==> src/tsi_pkg.sv <==
`default_nettype none

package tsi_pkg;

    // ************************************************************
    // widths
    // ************************************************************
    localparam int unsigned TSI_REG_W        = 16;
    localparam int unsigned TSI_ADDR_W       = 10;
    localparam int unsigned TSI_STAGES       = 12;

    // ************************************************************
    // register offsets
    // ************************************************************
    localparam logic [9:0]  TSI_ADR_LOW_EN    = 10'h005;
    localparam logic [9:0]  TSI_ADR_HIGH_EN   = 10'h006;
    localparam logic [9:0]  TSI_ADR_DONE_EN   = 10'h007;
    localparam logic [9:0]  TSI_ADR_LOW_FLAGS = 10'h008;
    localparam logic [9:0]  TSI_ADR_HIGH_FLAGS = 10'h009;
    localparam logic [9:0]  TSI_ADR_DONE_FLAGS = 10'h00a;

    // ************************************************************
    // field positions inside the stage-done enable and flag words
    // ************************************************************
    localparam int unsigned TSI_GPIO_EN_BIT   = 12;
    localparam int unsigned TSI_GPIO_CFG_LSB  = 13;
    localparam int unsigned TSI_GPIO_CFG_MSB  = 14;
    localparam int unsigned TSI_GPIO_FLAG_BIT = 12;

    // ************************************************************
    // reset values
    // ************************************************************
    localparam logic [15:0] TSI_REG_RST       = 16'h0000;
    localparam logic        TSI_BIT_RST       = 1'b0;

    // input-event trigger condition
    typedef enum logic [1:0] {
        TSI_TRIG_LOW  = 2'b00,
        TSI_TRIG_RISE = 2'b01,
        TSI_TRIG_FALL = 2'b10,
        TSI_TRIG_HIGH = 2'b11
    } tsi_trig_t;

    // one access from the serial port's register side
    typedef struct packed {
        logic                  rd;
        logic                  wr;
        logic [TSI_ADDR_W-1:0] addr;
        logic [TSI_REG_W-1:0]  wdata;
    } tsi_req_t;

endpackage : tsi_pkg

`default_nettype wire

==> src/tsi_gpio_trig.sv <==
`default_nettype none

module tsi_gpio_trig
    import tsi_pkg::*;
(
    input  wire logic      clk,
    input  wire logic      resetn,
    input  wire logic      pin_in,
    input  wire tsi_trig_t mode,
    output logic           level_hit,
    output logic           edge_hit
);

    logic sync1_r;
    logic sync1_nxt;
    logic sync2_r;
    logic sync2_nxt;
    logic prev_r;
    logic prev_nxt;

    // ************************************************************
    // pin synchroniser and history
    // ************************************************************
    // prev only ever looks at the second stage, never the first
    always_comb begin
        sync1_nxt = pin_in;
        sync2_nxt = sync1_r;
        prev_nxt  = sync2_r;
    end

    always_ff @(posedge clk or negedge resetn) begin
        if (!resetn) begin
            sync1_r <= TSI_BIT_RST;
            sync2_r <= TSI_BIT_RST;
            prev_r  <= TSI_BIT_RST;
        end else begin
            sync1_r <= sync1_nxt;
            sync2_r <= sync2_nxt;
            prev_r  <= prev_nxt;
        end
    end

    // ************************************************************
    // trigger decode
    // ************************************************************
    // level modes hold while the pin sits at the level; edges last one cycle
    always_comb begin
        level_hit = 1'b0;
        edge_hit  = 1'b0;
        unique case (mode)
            TSI_TRIG_LOW:  level_hit = !sync2_r;
            TSI_TRIG_RISE: edge_hit  = sync2_r && !prev_r;
            TSI_TRIG_FALL: edge_hit  = !sync2_r && prev_r;
            TSI_TRIG_HIGH: level_hit = sync2_r;
        endcase
    end
endmodule : tsi_gpio_trig

`default_nettype wire

==> src/tsi_irq.sv <==
`default_nettype none

module tsi_irq
    import tsi_pkg::*;
#(
    parameter int unsigned NUM_STAGES = TSI_STAGES
)(
    input  wire logic                  clk,
    input  wire logic                  resetn,
    input  wire tsi_req_t              req,
    input  wire logic [NUM_STAGES-1:0] stage_done,
    input  wire logic [NUM_STAGES-1:0] thr_low_state,
    input  wire logic [NUM_STAGES-1:0] thr_high_state,
    input  wire logic                  gpio_pin_in,
    output logic [TSI_REG_W-1:0]       reg_rdata,
    output logic                       reg_rvalid,
    output logic                       irq_n_out,
    output logic                       irq_n_oe
);

    // ************************************************************
    // helpers
    // ************************************************************
    // stage words sit in the low bits; bits above read as zero
    function automatic logic [TSI_REG_W-1:0] stage_word(input logic [NUM_STAGES-1:0] v);
        return {{(TSI_REG_W-NUM_STAGES){1'b0}}, v};
    endfunction : stage_word

    function automatic logic rd_at(input tsi_req_t q, input logic [TSI_ADDR_W-1:0] a);
        return q.rd && (q.addr == a);
    endfunction : rd_at

    function automatic logic wr_at(input tsi_req_t q, input logic [TSI_ADDR_W-1:0] a);
        return q.wr && (q.addr == a);
    endfunction : wr_at

    // ************************************************************
    // state
    // ************************************************************
    logic [NUM_STAGES-1:0] low_en_r;
    logic [NUM_STAGES-1:0] low_en_nxt;
    logic [NUM_STAGES-1:0] high_en_r;
    logic [NUM_STAGES-1:0] high_en_nxt;
    logic [NUM_STAGES-1:0] done_en_r;
    logic [NUM_STAGES-1:0] done_en_nxt;
    logic                  gpio_en_r;
    logic                  gpio_en_nxt;
    tsi_trig_t             gpio_mode_r;
    tsi_trig_t             gpio_mode_nxt;
    logic [NUM_STAGES-1:0] done_flags_r;
    logic [NUM_STAGES-1:0] done_flags_nxt;
    logic                  gpio_flag_r;
    logic                  gpio_flag_nxt;
    logic [NUM_STAGES-1:0] low_prev_r;
    logic [NUM_STAGES-1:0] high_prev_r;
    logic                  thr_pend_r;
    logic                  thr_pend_nxt;
    logic                  seen_low_r;
    logic                  seen_low_nxt;
    logic                  seen_high_r;
    logic                  seen_high_nxt;
    logic                  irq_oe_r;
    logic                  irq_oe_nxt;
    logic                  irq_out_r;
    logic [TSI_REG_W-1:0]  rdata_r;
    logic [TSI_REG_W-1:0]  rdata_nxt;
    logic                  rvalid_r;

    logic                  rd_low;
    logic                  rd_high;
    logic                  rd_done;
    logic                  thr_ev;
    logic                  gpio_level;
    logic                  gpio_edge;
    logic                  gpio_edge_mode;
    logic [TSI_REG_W-1:0]  low_word;
    logic [TSI_REG_W-1:0]  high_word;

    // ************************************************************
    // input event trigger
    // ************************************************************
    tsi_gpio_trig u_gpio_trig (
        .clk       (clk),
        .resetn    (resetn),
        .pin_in    (gpio_pin_in),
        .mode      (gpio_mode_r),
        .level_hit (gpio_level),
        .edge_hit  (gpio_edge)
    );

    // ************************************************************
    // decode
    // ************************************************************
    // a read strobe marks the moment the read address is set up
    assign rd_low         = rd_at(req, TSI_ADR_LOW_FLAGS);
    assign rd_high        = rd_at(req, TSI_ADR_HIGH_FLAGS);
    assign rd_done        = rd_at(req, TSI_ADR_DONE_FLAGS);
    assign gpio_edge_mode = (gpio_mode_r == TSI_TRIG_RISE) || (gpio_mode_r == TSI_TRIG_FALL);
    assign low_word       = stage_word(thr_low_state);
    assign high_word      = stage_word(thr_high_state);
    // a flip of an enabled bit either way covers touch, change of set and release
    assign thr_ev = |((thr_low_state ^ low_prev_r) & low_en_r)
                  | |((thr_high_state ^ high_prev_r) & high_en_r);

    // ************************************************************
    // enable registers
    // ************************************************************
    always_comb begin
        low_en_nxt    = low_en_r;
        high_en_nxt   = high_en_r;
        done_en_nxt   = done_en_r;
        gpio_en_nxt   = gpio_en_r;
        gpio_mode_nxt = gpio_mode_r;
        if (wr_at(req, TSI_ADR_LOW_EN)) begin
            low_en_nxt = req.wdata[NUM_STAGES-1:0];
        end
        if (wr_at(req, TSI_ADR_HIGH_EN)) begin
            high_en_nxt = req.wdata[NUM_STAGES-1:0];
        end
        if (wr_at(req, TSI_ADR_DONE_EN)) begin
            done_en_nxt   = req.wdata[NUM_STAGES-1:0];
            gpio_en_nxt   = req.wdata[TSI_GPIO_EN_BIT];
            gpio_mode_nxt = tsi_trig_t'(req.wdata[TSI_GPIO_CFG_MSB:TSI_GPIO_CFG_LSB]);
        end
    end

    always_ff @(posedge clk or negedge resetn) begin
        if (!resetn) begin
            low_en_r    <= '0;
            high_en_r   <= '0;
            done_en_r   <= '0;
            gpio_en_r   <= TSI_BIT_RST;
            gpio_mode_r <= TSI_TRIG_LOW;
        end else begin
            low_en_r    <= low_en_nxt;
            high_en_r   <= high_en_nxt;
            done_en_r   <= done_en_nxt;
            gpio_en_r   <= gpio_en_nxt;
            gpio_mode_r <= gpio_mode_nxt;
        end
    end

    // ************************************************************
    // flags, threshold hold and pin drive
    // ************************************************************
    // a new event in the read cycle survives the clear, so nothing is lost
    always_comb begin
        done_flags_nxt = rd_done ? '0 : done_flags_r;
        done_flags_nxt = done_flags_nxt | (stage_done & done_en_r);
        // a level cause that still holds keeps its flag through the read
        gpio_flag_nxt  = rd_done ? (gpio_flag_r & gpio_level) : gpio_flag_r;
        gpio_flag_nxt  = gpio_flag_nxt | (gpio_en_r & (gpio_level | gpio_edge));

        seen_low_nxt  = seen_low_r | rd_low;
        seen_high_nxt = seen_high_r | rd_high;
        thr_pend_nxt  = thr_pend_r;
        if (thr_ev) begin
            thr_pend_nxt  = 1'b1;
            seen_low_nxt  = 1'b0;
            seen_high_nxt = 1'b0;
        end else if (seen_low_nxt && seen_high_nxt) begin
            thr_pend_nxt  = 1'b0;
            seen_low_nxt  = 1'b0;
            seen_high_nxt = 1'b0;
        end

        // edge modes give a one-cycle low pulse rather than a held level
        irq_oe_nxt = |(done_flags_nxt & done_en_nxt)
                   | thr_pend_nxt
                   | (gpio_en_nxt & !gpio_edge_mode & gpio_flag_nxt)
                   | (gpio_en_r & gpio_edge);
    end

    always_ff @(posedge clk or negedge resetn) begin
        if (!resetn) begin
            done_flags_r <= '0;
            gpio_flag_r  <= TSI_BIT_RST;
            low_prev_r   <= '0;
            high_prev_r  <= '0;
            thr_pend_r   <= TSI_BIT_RST;
            seen_low_r   <= TSI_BIT_RST;
            seen_high_r  <= TSI_BIT_RST;
            irq_oe_r     <= TSI_BIT_RST;
            irq_out_r    <= TSI_BIT_RST;
        end else begin
            done_flags_r <= done_flags_nxt;
            gpio_flag_r  <= gpio_flag_nxt;
            low_prev_r   <= thr_low_state;
            high_prev_r  <= thr_high_state;
            thr_pend_r   <= thr_pend_nxt;
            seen_low_r   <= seen_low_nxt;
            seen_high_r  <= seen_high_nxt;
            irq_oe_r     <= irq_oe_nxt;
            irq_out_r    <= 1'b0;
        end
    end

    // ************************************************************
    // read data
    // ************************************************************
    // the done flag word is captured before its clear takes effect
    always_comb begin
        rdata_nxt = rdata_r;
        if (req.rd) begin
            unique case (req.addr)
                TSI_ADR_LOW_EN:     rdata_nxt = stage_word(low_en_r);
                TSI_ADR_HIGH_EN:    rdata_nxt = stage_word(high_en_r);
                TSI_ADR_DONE_EN: begin
                    rdata_nxt = stage_word(done_en_r);
                    rdata_nxt[TSI_GPIO_EN_BIT] = gpio_en_r;
                    rdata_nxt[TSI_GPIO_CFG_MSB:TSI_GPIO_CFG_LSB] = gpio_mode_r;
                end
                TSI_ADR_LOW_FLAGS:  rdata_nxt = low_word;
                TSI_ADR_HIGH_FLAGS: rdata_nxt = high_word;
                TSI_ADR_DONE_FLAGS: begin
                    rdata_nxt = stage_word(done_flags_r);
                    rdata_nxt[TSI_GPIO_FLAG_BIT] = gpio_flag_r;
                end
                default:            rdata_nxt = TSI_REG_RST;
            endcase
        end
    end

    always_ff @(posedge clk or negedge resetn) begin
        if (!resetn) begin
            rdata_r  <= TSI_REG_RST;
            rvalid_r <= TSI_BIT_RST;
        end else begin
            rdata_r  <= rdata_nxt;
            rvalid_r <= req.rd;
        end
    end

    assign reg_rdata  = rdata_r;
    assign reg_rvalid = rvalid_r;
    assign irq_n_out  = irq_out_r;
    assign irq_n_oe   = irq_oe_r;
endmodule : tsi_irq

`default_nettype wire

==> config.mk <==
export PLATFORM = sky130hd
export DESIGN_NAME = tsi_irq
export DESIGN_NICKNAME = d
export VERILOG_FILES = /design/src/tsi_pkg.sv /design/src/tsi_gpio_trig.sv /design/src/tsi_irq.sv
export SDC_FILE = /design/constraint.sdc
export NUM_CORES = 1
export LEC_CHECK = 0
export BUFFER_PORTS_ARGS = -buffer_cell sky130_fd_sc_hd__buf_2
export CAP_MARGIN = 10
export CORE_MARGIN = 2
export CORE_UTILIZATION = 48
export DETAILED_ROUTE_END_ITERATION = 8
export PLACE_DENSITY = 0.75
export SLEW_MARGIN = 20
export SYNTH_ARGS = -nofsm -noshare
export SYNTH_HDL_FRONTEND = slang
export SYNTH_SLANG_ARGS = --single-unit
==> constraint.sdc <==
create_clock -name clk -period 4.9 [get_ports clk]
set_input_delay 0.49 -clock clk [delete_from_list [all_inputs] [get_ports clk]]
set_output_delay 0.49 -clock clk [all_outputs]
set_load 0.02 [all_outputs]
# Word level (Yosys, flattened, before mapping)
# Cells that the tools add are included.
# totals
reg_bits	100
inputBits	67
output_inout_bits	19
word_cells	77
# op_classes
n_eq_ne	9
muxes	13
n_bitwise	20
n_reduce_logical	17
# ops
cell	count
15-bit case mux with 6 select lines	1
12-bit AND	4
12-bit OR reduction	3
10-bit by 3-bit == test with 1-bit output (second input constant)	3
10-bit by 4-bit == test with 1-bit output (second input constant)	3
12-bit two-way mux	2
12-bit XOR	2
12-bit bitwise OR	1
1-bit logical AND	9
1-bit two-way mux	8
1-bit bitwise OR	8
1-bit AND	5
2-bit == test (second input constant)	2
1-bit case mux with 2 select lines	2
1-bit zero test	3
2-bit by 1-bit == test with 1-bit output (second input constant)	1
2-bit zero test	1
1-bit logical OR	1

# Longest topological paths before layout
# Gate-level depths: netlist (run 1).
# depth
depth_word	9
mapped_depth	9
ltp_nobuf	8

# Modules after synthesis
# From an unflattened synthesis (run 1), not the netlist that was laid out.
# unflattened
cells_unflattened	386
area_unflattened_um2	4568.1
# modules_own_cells
mod	n_inst	cells_each	area_per_inst_um2	seq_area_each_um2
tsi_irq	1	373	4399.2	2402.3
tsi_gpio_trig	1	13	168.9	75.1

# Worst setup path after synthesis (run 1)
# No wires, ideal clock.
# synth_timing
path_kind	input port to flip-flop
startpoint	input req[21] (netlist name)
endpoint	register irq_oe_r, in the netlist irq_n_oe
setup_time_ns	0.138
t_arrival_ns	2.768
required_ns	4.762
slack_ns	1.993
path_stages	7
n_path_buf	1
path_cell_list	or4_4 > or4_4 > buf_6 > o21ai_2 > nor2_1 > a2111o_1 > or4_1
# synth_via
elab_chain_len	9
word_cells_on_any_way	26
classes_between	eq/ne: 4; mux: 6; bitwise: 10; reduce/logical: 6
# synth_rtl
item	line_no	source
start: declaration	tsi_irq.sv:10	input wire tsi_req_t req,
10-bit by 4-bit == test with 1-bit output	tsi_irq.sv:30	return q.rd && (q.addr == a);
1-bit logical AND	tsi_irq.sv:30	
12-bit two-way mux (tied with other cells)	tsi_irq.sv:148	done_flags_nxt = rd_done ? '0 : done_flags_r;
12-bit bitwise OR / 1-bit logical AND (equally long branches)	tsi_irq.sv:149, tsi_irq.sv:161	
12-bit AND / 1-bit two-way mux (equally long branches)	tsi_irq.sv:168, tsi_irq.sv:161	
12-bit OR reduction / 1-bit two-way mux (equally long branches)	tsi_irq.sv:168, tsi_irq.sv:157	
1-bit bitwise OR	tsi_irq.sv:169	| thr_pend_nxt
1-bit bitwise OR (*)	tsi_irq.sv:170	| (gpio_en_nxt & !gpio_edge_mode & gpio_flag_nxt)
1-bit bitwise OR (*)	tsi_irq.sv:171	| (gpio_en_r & gpio_edge);
named net irq_oe_nxt	tsi_irq.sv:63	logic irq_oe_nxt;
end signal: assignment	tsi_irq.sv:193	irq_oe_r <= irq_oe_nxt;
end: declaration	tsi_irq.sv:62	logic irq_oe_r;
# Mark *: on every way through the listed nets, which the timed path passes. The rest lies on a longest branch.
# A chain may end at the register's enable or synchronous reset.

# Final worst setup path (run 1)
# layout_timing
startpoint	input req[21] (netlist name)
endpoint	register irq_oe_r, in the netlist irq_n_oe
# layout_via
word_cells_on_any_way	26
classes_between	eq/ne: 4; mux: 6; bitwise: 10; reduce/logical: 6
# layout_rtl
item	line_no	source
10-bit by 3-bit == test with 1-bit output	tsi_irq.sv:34	return q.wr && (q.addr == a);
1-bit logical AND	tsi_irq.sv:34	
12-bit two-way mux	tsi_irq.sv:120	if (wr_at(req, TSI_ADR_DONE_EN)) begin
named net done_en_nxt[11]	tsi_irq.sv:45	logic [NUM_STAGES-1:0] done_en_nxt;
12-bit AND	tsi_irq.sv:168	irq_oe_nxt = |(done_flags_nxt & done_en_nxt)
12-bit OR reduction	tsi_irq.sv:168	
1-bit bitwise OR	tsi_irq.sv:169	
1-bit bitwise OR	tsi_irq.sv:170	
1-bit bitwise OR	tsi_irq.sv:171	
named net irq_oe_nxt	tsi_irq.sv:63	
# The timed path passes the listed nets, and every way through them passes these cells.

==> metrics.txt, run 1 <==
# TYPE chip_impl_metric gauge
chip_impl_metric{name="clock-skew-final",unit="ns"} 0.0117
chip_impl_metric{name="start_util",unit=""} 0.497
chip_impl_metric{name="design.die.area",unit="µm²"} 10400
chip_impl_metric{name="cts-root-to-sink-buffers",unit=""} 2
chip_impl_metric{name="final-seq-area",unit="µm²"} 2480
chip_impl_info{name="hold_path.class",value="primary input to async pin"} 1
chip_impl_info{name="synth_largest_area_cell",value="dfrtp_1"} 1
chip_impl_metric{name="cts-buffers-inserted",unit=""} 9
chip_impl_info{name="critical_path.cell_chain",value="buf_2, nor4_1, and4_1, mux2_2, a21boi_0, nand4_1, or4_1"} 1
chip_impl_metric{name="postSynthRegisterBits",unit=""} 99
chip_impl_metric{name="layout-drive-gt1-share",unit=""} 0.295
chip_impl_metric{name="final-setup-viol-count",unit=""} 0
chip_impl_metric{name="leakage_power_figure",unit="nW"} 2.53
chip_impl_metric{name="grt_overflow",unit=""} 0
chip_impl_metric{name="share_comb_of_total_power",unit=""} 0.108
chip_impl_metric{name="synth.yosys.seq_area_share",unit=""} 0.540
chip_impl_info{name="critPathCaptureType",value="flop"} 1
chip_impl_metric{name="signed_area_change_from_the_synthesized_netlist_to_the_final_layout",unit="%"} 15.8
chip_impl_metric{name="global_route_wire_length_before_repair",unit="µm"} 19500
chip_impl_metric{name="drc_errors",unit=""} 0
chip_impl_metric{name="netlist-cell-type-count",unit=""} 40
chip_impl_metric{name="layout.nets",unit=""} 564
chip_impl_metric{name="placedInstanceArea",unit="µm²"} 5100
chip_impl_metric{name="clock_transition_time_at_the_flip_flop_clock_pins_of_the_worst_setup_and_hold_paths",unit="ns"} 0.09
chip_impl_metric{name="slew_headroom",unit=""} 0.427
chip_impl_metric{name="worstMarginPinSlew",unit="ns"} 0.859
chip_impl_metric{name="detailedRoute.firstPassIterationCount",unit=""} 5
chip_impl_metric{name="grt_util_all_layers",unit=""} 0.252
chip_impl_metric{name="min_period",unit="ns"} 3.01
chip_impl_metric{name="clock.fmax",unit="MHz"} 333
chip_impl_info{name="setup.worst_path.start_class",value="primary input"} 1
chip_impl_metric{name="grt_start_max_net_pins",unit=""} 65
chip_impl_metric{name="stdcell_area",unit="µm²"} 5320
chip_impl_metric{name="highest_ir_drop_seen_on_vdd",unit="µV"} 174
chip_impl_info{name="cts_root_buffer",value="clkbuf_8"} 1
chip_impl_metric{name="final.period_utilization",unit=""} 0.614
chip_impl_metric{name="total_routed_wirelength",unit="µm"} 12100
chip_impl_metric{name="cap_violations",unit=""} 0
chip_impl_metric{name="finalNonFillerCells",unit=""} 627
chip_impl_metric{name="synth.cell_area",unit="µm²"} 4590
chip_impl_metric{name="route.antenna.remaining_nets",unit=""} 0
chip_impl_metric{name="critical_path_required",unit="ns"} 5.14
chip_impl_metric{name="worst-path-max-fanout",unit=""} 22
chip_impl_metric{name="drt-vias-per-instance",unit=""} 5.75
chip_impl_metric{name="power_report.internal_total",unit="mW"} 1.21
chip_impl_info{name="synth_most_common_cell",value="dfrtp_1"} 1
chip_impl_metric{name="synth.yosys.warnings",unit=""} 0
chip_impl_metric{name="detailroute.via_count",unit=""} 3604
chip_impl_info{name="maxUsedRoutingLayer",value="met4"} 1
chip_impl_metric{name="dp_cells",unit=""} 611
chip_impl_metric{name="place.gp.congestion",unit=""} 0.905
chip_impl_metric{name="cpPeakStageDelay",unit="ns"} 0.88
chip_impl_metric{name="fin_max_slew_vios",unit=""} 0
chip_impl_metric{name="clock_insertion_delay_worst_skew",unit="ns"} 0.37
chip_impl_metric{name="power_switching_share",unit=""} 0.255
chip_impl_metric{name="share_clk_of_total_power",unit=""} 0.345
chip_impl_metric{name="cts_hold_buffers_added",unit=""} 0
chip_impl_metric{name="antenna_violations_before_repair",unit=""} 0
chip_impl_metric{name="post_synth_inst_count",unit=""} 416
chip_impl_metric{name="ctsHtreeMaxLevel",unit=""} 3
chip_impl_metric{name="placement.io_buffers",unit=""} 82
chip_impl_metric{name="cts_resized",unit=""} 0
chip_impl_metric{name="seq_power_share",unit=""} 0.547
chip_impl_metric{name="route.met3.wl",unit="µm"} 997
chip_impl_metric{name="wirelength_met1",unit="µm"} 5050
chip_impl_metric{name="number_of_flops_mapped_to_enable_cells_by_yosys",unit=""} 0
chip_impl_info{name="netlist_top_cells_count",value="dfrtp_1, mux2_2, nand2_1"} 1
chip_impl_metric{name="switchingPower",unit="mW"} 0.416
chip_impl_info{name="tritoncts",value="built"} 1
chip_impl_metric{name="ys_async_sr_fraction",unit=""} 1.00
chip_impl_metric{name="tritoncts_num_sinks",unit=""} 99
chip_impl_metric{name="worstPathArrival",unit="ns"} 3.25
chip_impl_metric{name="met2_length",unit="µm"} 5830
chip_impl_info{name="worstSetupPathType",value="primary input to flop"} 1
chip_impl_metric{name="area_of_the_multi_input_gates",unit="µm²"} 2000
chip_impl_metric{name="sum_neg_setup_slack",unit="ns"} 0
chip_impl_metric{name="design.core.area",unit="µm²"} 9240
chip_impl_info{name="synthFlopType",value="dfrtp_1"} 1
chip_impl_metric{name="report.final.hold_viol_count",unit=""} 0
chip_impl_metric{name="row_count",unit=""} 35
chip_impl_metric{name="finalWorstSetupSlack",unit="ns"} 1.89
chip_impl_info{name="critical-path-slowest-cell",value="and4_1"} 1
chip_impl_metric{name="fp.dieH",unit="µm"} 102
chip_impl_metric{name="n_antenna_cell",unit=""} 0
chip_impl_metric{name="first_global_vias",unit=""} 3683
chip_impl_metric{name="ioPinCount",unit=""} 86
chip_impl_metric{name="syn_avg_cell_area",unit="µm²"} 11.0
chip_impl_info{name="synth.area.top_cells",value="dfrtp_1, mux2_2, a22oi_1"} 1
chip_impl_metric{name="hpwl",unit="µm"} 8280
chip_impl_metric{name="die-width",unit="µm"} 102
chip_impl_info{name="grt_setup_unrepaired",value="false"} 1
chip_impl_metric{name="pre_cts_ws",unit="ns"} 1.57
chip_impl_metric{name="final.fill_count",unit=""} 805
chip_impl_metric{name="number_of_drc_markers_after_the_initial_detailed_route_iteration",unit=""} 278
chip_impl_metric{name="wl_per_cell",unit="µm"} 19.4
chip_impl_metric{name="pwr_density_cell",unit="nW/µm²"} 306
chip_impl_info{name="status",value="finished, final reports clean"} 1
chip_impl_metric{name="post_cts.repair.setup_buffers",unit=""} 0
chip_impl_metric{name="synth_top_cell_area_share",unit=""} 0.540
## worst max-delay path: cells and delay by family
| family | cells | cell delay [ns] |
|---|---|---|
| and+or+nand+nor | 4 | 2.02 |
| AOI/OAI and AO/OA | 1 | 0.20 |
| muxes | 1 | 0.43 |
| buffers and inverters | 1 | 0.11 |
## final timing paths
check | start | to | slack, ns | cells past startpoint
setup / recovery | req[21] | irq_n_oe | 1.89 | 7
max in group asynchronous | resetn | low_en_r[8] | 3.67 | 2
hold / removal | resetn | done_en_r[3] | 0.06 | 1
setup reg to reg | gpio_mode_r[0] | irq_n_oe | 2.52 | 8
min in group clk | gpio_pin_in | u_gpio_trig.sync1_r | 0.22 | 1
hold reg to reg | u_gpio_trig.sync1_r | u_gpio_trig.prev_nxt | 0.37 | 0
## power groups by stage
stage / clock network, mW / registers (mW) / logic [mW]
floorplan: 0 / 0.909 / 0.0798
global placement: 0 / 0.903 / 0.171
detailed placement: 0 / 0.905 / 0.175
CTS: 0.574 / 0.889 / 0.176
global route: 0.600 / 0.896 / 0.195
finish: 0.562 / 0.890 / 0.175
## state kept, by name (all words and copies together), names as in the netlist, 2 cells and up
name and count:
reg_rdata 15, low_prev_r 12, high_prev_r 12, high_en_r 12, gpio_mode_r 2, done_flags_r 12, low_en_r 12, done_en_r 12
## metrics by stage
step | power (mW) | hold WS [ns] | util
3_3_place_gp | 1.07 | 0.337 | 0.552
5_1_grt | 1.69 | 0.0998 | 0.575
4_1_cts | 1.64 | 0.0710 | 0.575
2_1_floorplan | 0.989 | 0.194 | -
3_5_place_dp | 1.08 | 0.348 | 0.552
6_report | 1.63 | 0.0599 | 0.575
## logic make-up after synthesis
logic type      share of synthesized area
flops                               0.540
other cells                      0.000817
compound gates                      0.150
simple gates                        0.120
buf+inv                            0.0262
xor+xnor                           0.0458
mux                                 0.107
fa+ha+maj                          0.0109
## placed cells by master (no fill, tap or decap), types with 2 or more instances in the layout
cell type	instances
a21oi_1	26
a22o_1	17
a22oi_1	30
a31oi_1	11
and3_1	3
buf_2	81
buf_4	6
clkbuf_8	12
conb_1	2
dfrtp_1	99
ha_1	4
inv_1	5
mux2_2	41
mux2i_1	3
nand2_1	40
nand2b_1	2
nand3_1	11
nand3b_1	2
nand4_1	5
nor2_1	26
nor2b_1	4
nor3_1	9
nor3b_1	2
nor4_1	2
o21ai_0	11
or3_1	2
or4_1	2
or4_4	2
xor2_1	24
## layer usage
layer  vias to the layer above  global-route usage
met1                      1759               0.336
li1                       1669                   -
met5                         -                   0
met4                         0               0.123
met2                       157               0.397
met3                        19              0.0476
## layout make-up
type / count / share of cell area
flip-flops and latches: 99 / 0.466
repair buffers: 87 / 0.0847
well taps: 129 / 0.0304
multi-input cells: 291 / 0.376
clock buffers: 13 / 0.0318
clock inverters: 3 / 0.00824
inverters: 5 / 0.00353
No activity file was read; power rests on OpenSTA's default activity.
==> run 2: changes to the inputs <==
ABC_AREA = 1   (was default)
PLACE_DENSITY = 0.74   (was 0.75)
clock period = 2.8 ns   (was 4.9 ns; I/O delays follow)
==> run 2 against run 1 <==
  * Clock power up 65%
  * Utilization decreased by 1.3 points
  * First-iteration DRC count is the same
  * Wire length is 0.45% lower
  * Sequential power increased by 72%
  * Global-route usage decreased by 0.56 points
  * The run now ends with hold timing left
  * Power is 69% higher
  * Largest power group unchanged
  * Die area up 2.9%
  * Sequential share of layout area is 1.1 points lower
  * Critical path depth is 2 higher
  * Synthesized cell count grew 42%
  * Cell count is 29% higher
==> metrics.txt, run 2 <==
# TYPE chip_impl_metric gauge
chip_impl_metric{name="die-width",unit="µm"} 103
chip_impl_metric{name="global_route_wire_length_before_repair",unit="µm"} 19800
chip_impl_metric{name="worstPathArrival",unit="ns"} 2.04
chip_impl_metric{name="area_of_the_multi_input_gates",unit="µm²"} 1920
chip_impl_metric{name="antenna_violations_before_repair",unit=""} 0
chip_impl_metric{name="netlist-cell-type-count",unit=""} 34
chip_impl_info{name="grt_setup_unrepaired",value="false"} 1
chip_impl_metric{name="detailedRoute.firstPassIterationCount",unit=""} 5
chip_impl_metric{name="clock_insertion_delay_worst_skew",unit="ns"} 0.37
chip_impl_metric{name="report.final.hold_viol_count",unit=""} 1
chip_impl_metric{name="fin_max_slew_vios",unit=""} 0
chip_impl_metric{name="power",unit="mW"} 2.74
chip_impl_info{name="synth_largest_area_cell",value="dfrtp_1"} 1
chip_impl_metric{name="reg2regPathDepth",unit=""} 9
chip_impl_info{name="cp_top_family",value="simple AND/OR/NAND/NOR gates"} 1
chip_impl_metric{name="ys_async_sr_fraction",unit=""} 1.00
chip_impl_metric{name="cts_resized",unit=""} 0
chip_impl_metric{name="number_of_flip_flops_under_the_largest_register_name",unit=""} 15
chip_impl_info{name="r2r_end",value="irq_n_oe"} 1
chip_impl_info{name="netlist_top_cells_count",value="nand2_1, dfrtp_1, nor2_1"} 1
chip_impl_metric{name="cts_hold_buffers_added",unit=""} 0
chip_impl_info{name="status",value="finished with violations"} 1
chip_impl_metric{name="met2_demand_to_capacity_share_in_global_routing",unit=""} 0.384
chip_impl_metric{name="ctsHtreeMaxLevel",unit=""} 3
chip_impl_metric{name="worstMarginPinSlew",unit="ns"} 0.828
chip_impl_info{name="violated_checks",value="hold timing"} 1
chip_impl_metric{name="grt_use_met3",unit=""} 0.0558
chip_impl_metric{name="highest_ir_drop_seen_on_vdd",unit="µV"} 270
chip_impl_metric{name="wl_per_cell",unit="µm"} 15.0
chip_impl_metric{name="global_route.usage.met1",unit=""} 0.349
chip_impl_metric{name="pwr_density_cell",unit="nW/µm²"} 504
chip_impl_metric{name="final-setup-viol-count",unit=""} 0
chip_impl_metric{name="layout.nets",unit=""} 741
chip_impl_metric{name="grt_util_all_layers",unit=""} 0.247
chip_impl_metric{name="drc_errors",unit=""} 0
chip_impl_metric{name="first_global_vias",unit=""} 3999
chip_impl_metric{name="postSynthRegisterBits",unit=""} 99
chip_impl_metric{name="critical_path.n_buffers_inverters",unit=""} 0
chip_impl_metric{name="cpPeakStageDelay",unit="ns"} 0.39
chip_impl_info{name="synth_most_common_cell",value="nand2_1"} 1
chip_impl_metric{name="layout-drive-gt1-share",unit=""} 0.193
chip_impl_metric{name="detailroute.via_count",unit=""} 4185
chip_impl_metric{name="design.die.area",unit="µm²"} 10700
chip_impl_metric{name="min_period",unit="ns"} 1.78
chip_impl_info{name="synth.area.top_cells",value="dfrtp_1, nand2_1, nor2_1"} 1
chip_impl_metric{name="power_report.internal_total",unit="mW"} 2.01
chip_impl_info{name="hold_path.class",value="primary input to async pin"} 1
chip_impl_info{name="critical-path-slowest-cell",value="dfrtp_1"} 1
chip_impl_metric{name="clock.fmax",unit="MHz"} 562
chip_impl_metric{name="final.fill_count",unit=""} 867
chip_impl_metric{name="tritoncts_num_sinks",unit=""} 99
chip_impl_info{name="gr-max-usage-layer",value="met2"} 1
chip_impl_metric{name="drt-vias-per-instance",unit=""} 5.18
chip_impl_info{name="critical_path.cell_chain",value="or2_2, nand3_1, nand2_1, nor2_1, nand3_1, nor2_1, nand4_1, nor2_1, nand2_1"} 1
chip_impl_metric{name="hpwl",unit="µm"} 8890
chip_impl_metric{name="place.gp.congestion",unit=""} 0.844
chip_impl_info{name="critPathCaptureType",value="flop"} 1
chip_impl_metric{name="seq_power_share",unit=""} 0.559
chip_impl_metric{name="synth.yosys.warnings",unit=""} 0
chip_impl_metric{name="clock-skew-final",unit="ns"} 0.0120
chip_impl_metric{name="sum_neg_setup_slack",unit="ns"} 0
chip_impl_metric{name="final-seq-area",unit="µm²"} 2480
chip_impl_metric{name="design.core.area",unit="µm²"} 9680
chip_impl_metric{name="critical_path_required",unit="ns"} 3.06
chip_impl_metric{name="cap_violations",unit=""} 0
chip_impl_metric{name="synth.yosys.seq_area_share",unit=""} 0.524
chip_impl_metric{name="worst_case_register_to_register_setup_slack",unit="ns"} 1.02
chip_impl_metric{name="fp.dieH",unit="µm"} 103
chip_impl_metric{name="grt_overflow",unit=""} 0
chip_impl_metric{name="share_comb_of_total_power",unit=""} 0.101
chip_impl_info{name="regToRegStartpoint",value="low_prev_r[3]"} 1
chip_impl_info{name="synthFlopType",value="dfrtp_1"} 1
chip_impl_info{name="most_frequent_cells_in_the_layout",value="nand2_1, dfrtp_1, buf_2"} 1
chip_impl_info{name="tritoncts",value="built"} 1
chip_impl_metric{name="row_count",unit=""} 36
chip_impl_metric{name="cts-root-to-sink-buffers",unit=""} 2
chip_impl_metric{name="n_antenna_cell",unit=""} 0
chip_impl_info{name="cp_common_cell",value="nor2_1"} 1
chip_impl_metric{name="total_routed_wirelength",unit="µm"} 12100
chip_impl_metric{name="route.antenna.remaining_nets",unit=""} 0
chip_impl_metric{name="placedInstanceArea",unit="µm²"} 5250
chip_impl_metric{name="post_cts.repair.setup_buffers",unit=""} 0
chip_impl_metric{name="power_switching_share",unit=""} 0.269
chip_impl_metric{name="path_depth",unit=""} 9
chip_impl_metric{name="worst-path-max-fanout",unit=""} 3
chip_impl_info{name="setup.worst_path.start_class",value="flop"} 1
chip_impl_metric{name="placement.io_buffers",unit=""} 82
chip_impl_metric{name="leakage_power_figure",unit="nW"} 2.78
chip_impl_metric{name="switchingPower",unit="mW"} 0.737
chip_impl_metric{name="synth.cell_area",unit="µm²"} 4730
chip_impl_metric{name="slew_headroom",unit=""} 0.448
chip_impl_metric{name="stdcell_area",unit="µm²"} 5450
chip_impl_metric{name="start_util",unit=""} 0.488
chip_impl_metric{name="ioPinCount",unit=""} 86
chip_impl_metric{name="final.period_utilization",unit=""} 0.636
chip_impl_metric{name="number_of_flops_mapped_to_enable_cells_by_yosys",unit=""} 0
chip_impl_metric{name="synth_top_cell_area_share",unit=""} 0.524
chip_impl_info{name="cts_root_buffer",value="clkbuf_8"} 1
chip_impl_metric{name="syn_avg_cell_area",unit="µm²"} 8.02
chip_impl_metric{name="share_clk_of_total_power",unit=""} 0.339
chip_impl_metric{name="grt_start_max_net_pins",unit=""} 65
chip_impl_info{name="layout.cells.most_common",value="nand2_1"} 1
chip_impl_metric{name="number_of_drc_markers_after_the_initial_detailed_route_iteration",unit=""} 278
chip_impl_metric{name="clock_transition_time_at_the_flip_flop_clock_pins_of_the_worst_setup_and_hold_paths",unit="ns"} 0.09
chip_impl_metric{name="holdWs",unit="ns"} -0.00320
chip_impl_info{name="worstSetupPathType",value="flop to flop"} 1
chip_impl_metric{name="post_synth_inst_count",unit=""} 590
chip_impl_metric{name="cts-buffers-inserted",unit=""} 9
chip_impl_metric{name="signed_area_change_from_the_synthesized_netlist_to_the_final_layout",unit="%"} 15.2
chip_impl_metric{name="post-route-util",unit=""} 0.562
run 2: changes by cell type after synthesis, sizes merged, moves of 10 or more:
cell | before | now
a22oi | 30 | 0
a31oi | 11 | 0
a22o | 17 | 1
inv | 5 | 58
mux2 | 41 | 0
xor2 | 24 | 0
nand2 | 40 | 204
nor2 | 26 | 66
clkbuf | 14 | 4
nand3 | 11 | 29
o21ai | 12 | 50
run 2: layout make-up:
| class | count | area share |
|---|---|---|
| inverter | 59 | 0.0407 |
| clock inverter | 6 | 0.0122 |
| timing repair buffer | 87 | 0.0850 |
| multi-input combinational | 414 | 0.353 |
| sequential | 99 | 0.455 |
| clock buffer | 10 | 0.0234 |
| tap | 133 | 0.0306 |
run 2: stage by stage:
stage               cells  hold WS, ns  worst slack, ns
finish                808     -0.00320             1.02
global route          808      0.00348            0.841
CTS                   808      0.00624            0.999
detailed placement    792        0.337            0.745
global placement      792        0.334            0.780
floorplan             591      -0.0156             1.32
run 2: worst register-to-register path: cells and delay by family, from the launching register on:
family / cells / cell delay (ns)
DFF: 1 / 0.39
and+or+nand+nor: 9 / 1.28
run 2: cells by family after synthesis:
group | after synthesis | share of synthesized area
simple gates | 321 | 0.293
flops | 99 | 0.524
compound gates | 87 | 0.102
buf+inv | 78 | 0.0701
fa+ha+maj | 4 | 0.0106
other cells | 1 | 0.000793
run 2: worst max-delay path by stage:
stage | from | end | slack, ns
after global placement | req[21] | irq_n_oe | 0.78
after detailed placement | req[21] | irq_n_oe | 0.75
after CTS | low_prev_r[3] | irq_n_oe | 1.0
after global routing | low_prev_r[2] | irq_n_oe | 0.84
final | low_prev_r[3] | irq_n_oe | 1.02
after floorplan | req[23] | irq_n_oe | 1.32
run 2: power by group through the flow:
stage                     clock network [mW]  logic, mW  registers [mW]
final                                  0.930      0.278            1.53
after CTS                              0.934      0.280            1.53
after global routing                   0.981      0.314            1.54
after global placement                     0      0.271            1.56
after floorplan                            0      0.123            1.57
after detailed placement                   0      0.279            1.56
run 2: routing by layer:
layer | wire length, µm | vias to the layer above
li1 | - | 2040
met4 | 191 | 0
met1 | 5470 | 2002
met5 | 0 | -
met2 | 5670 | 124
met3 | 753 | 19
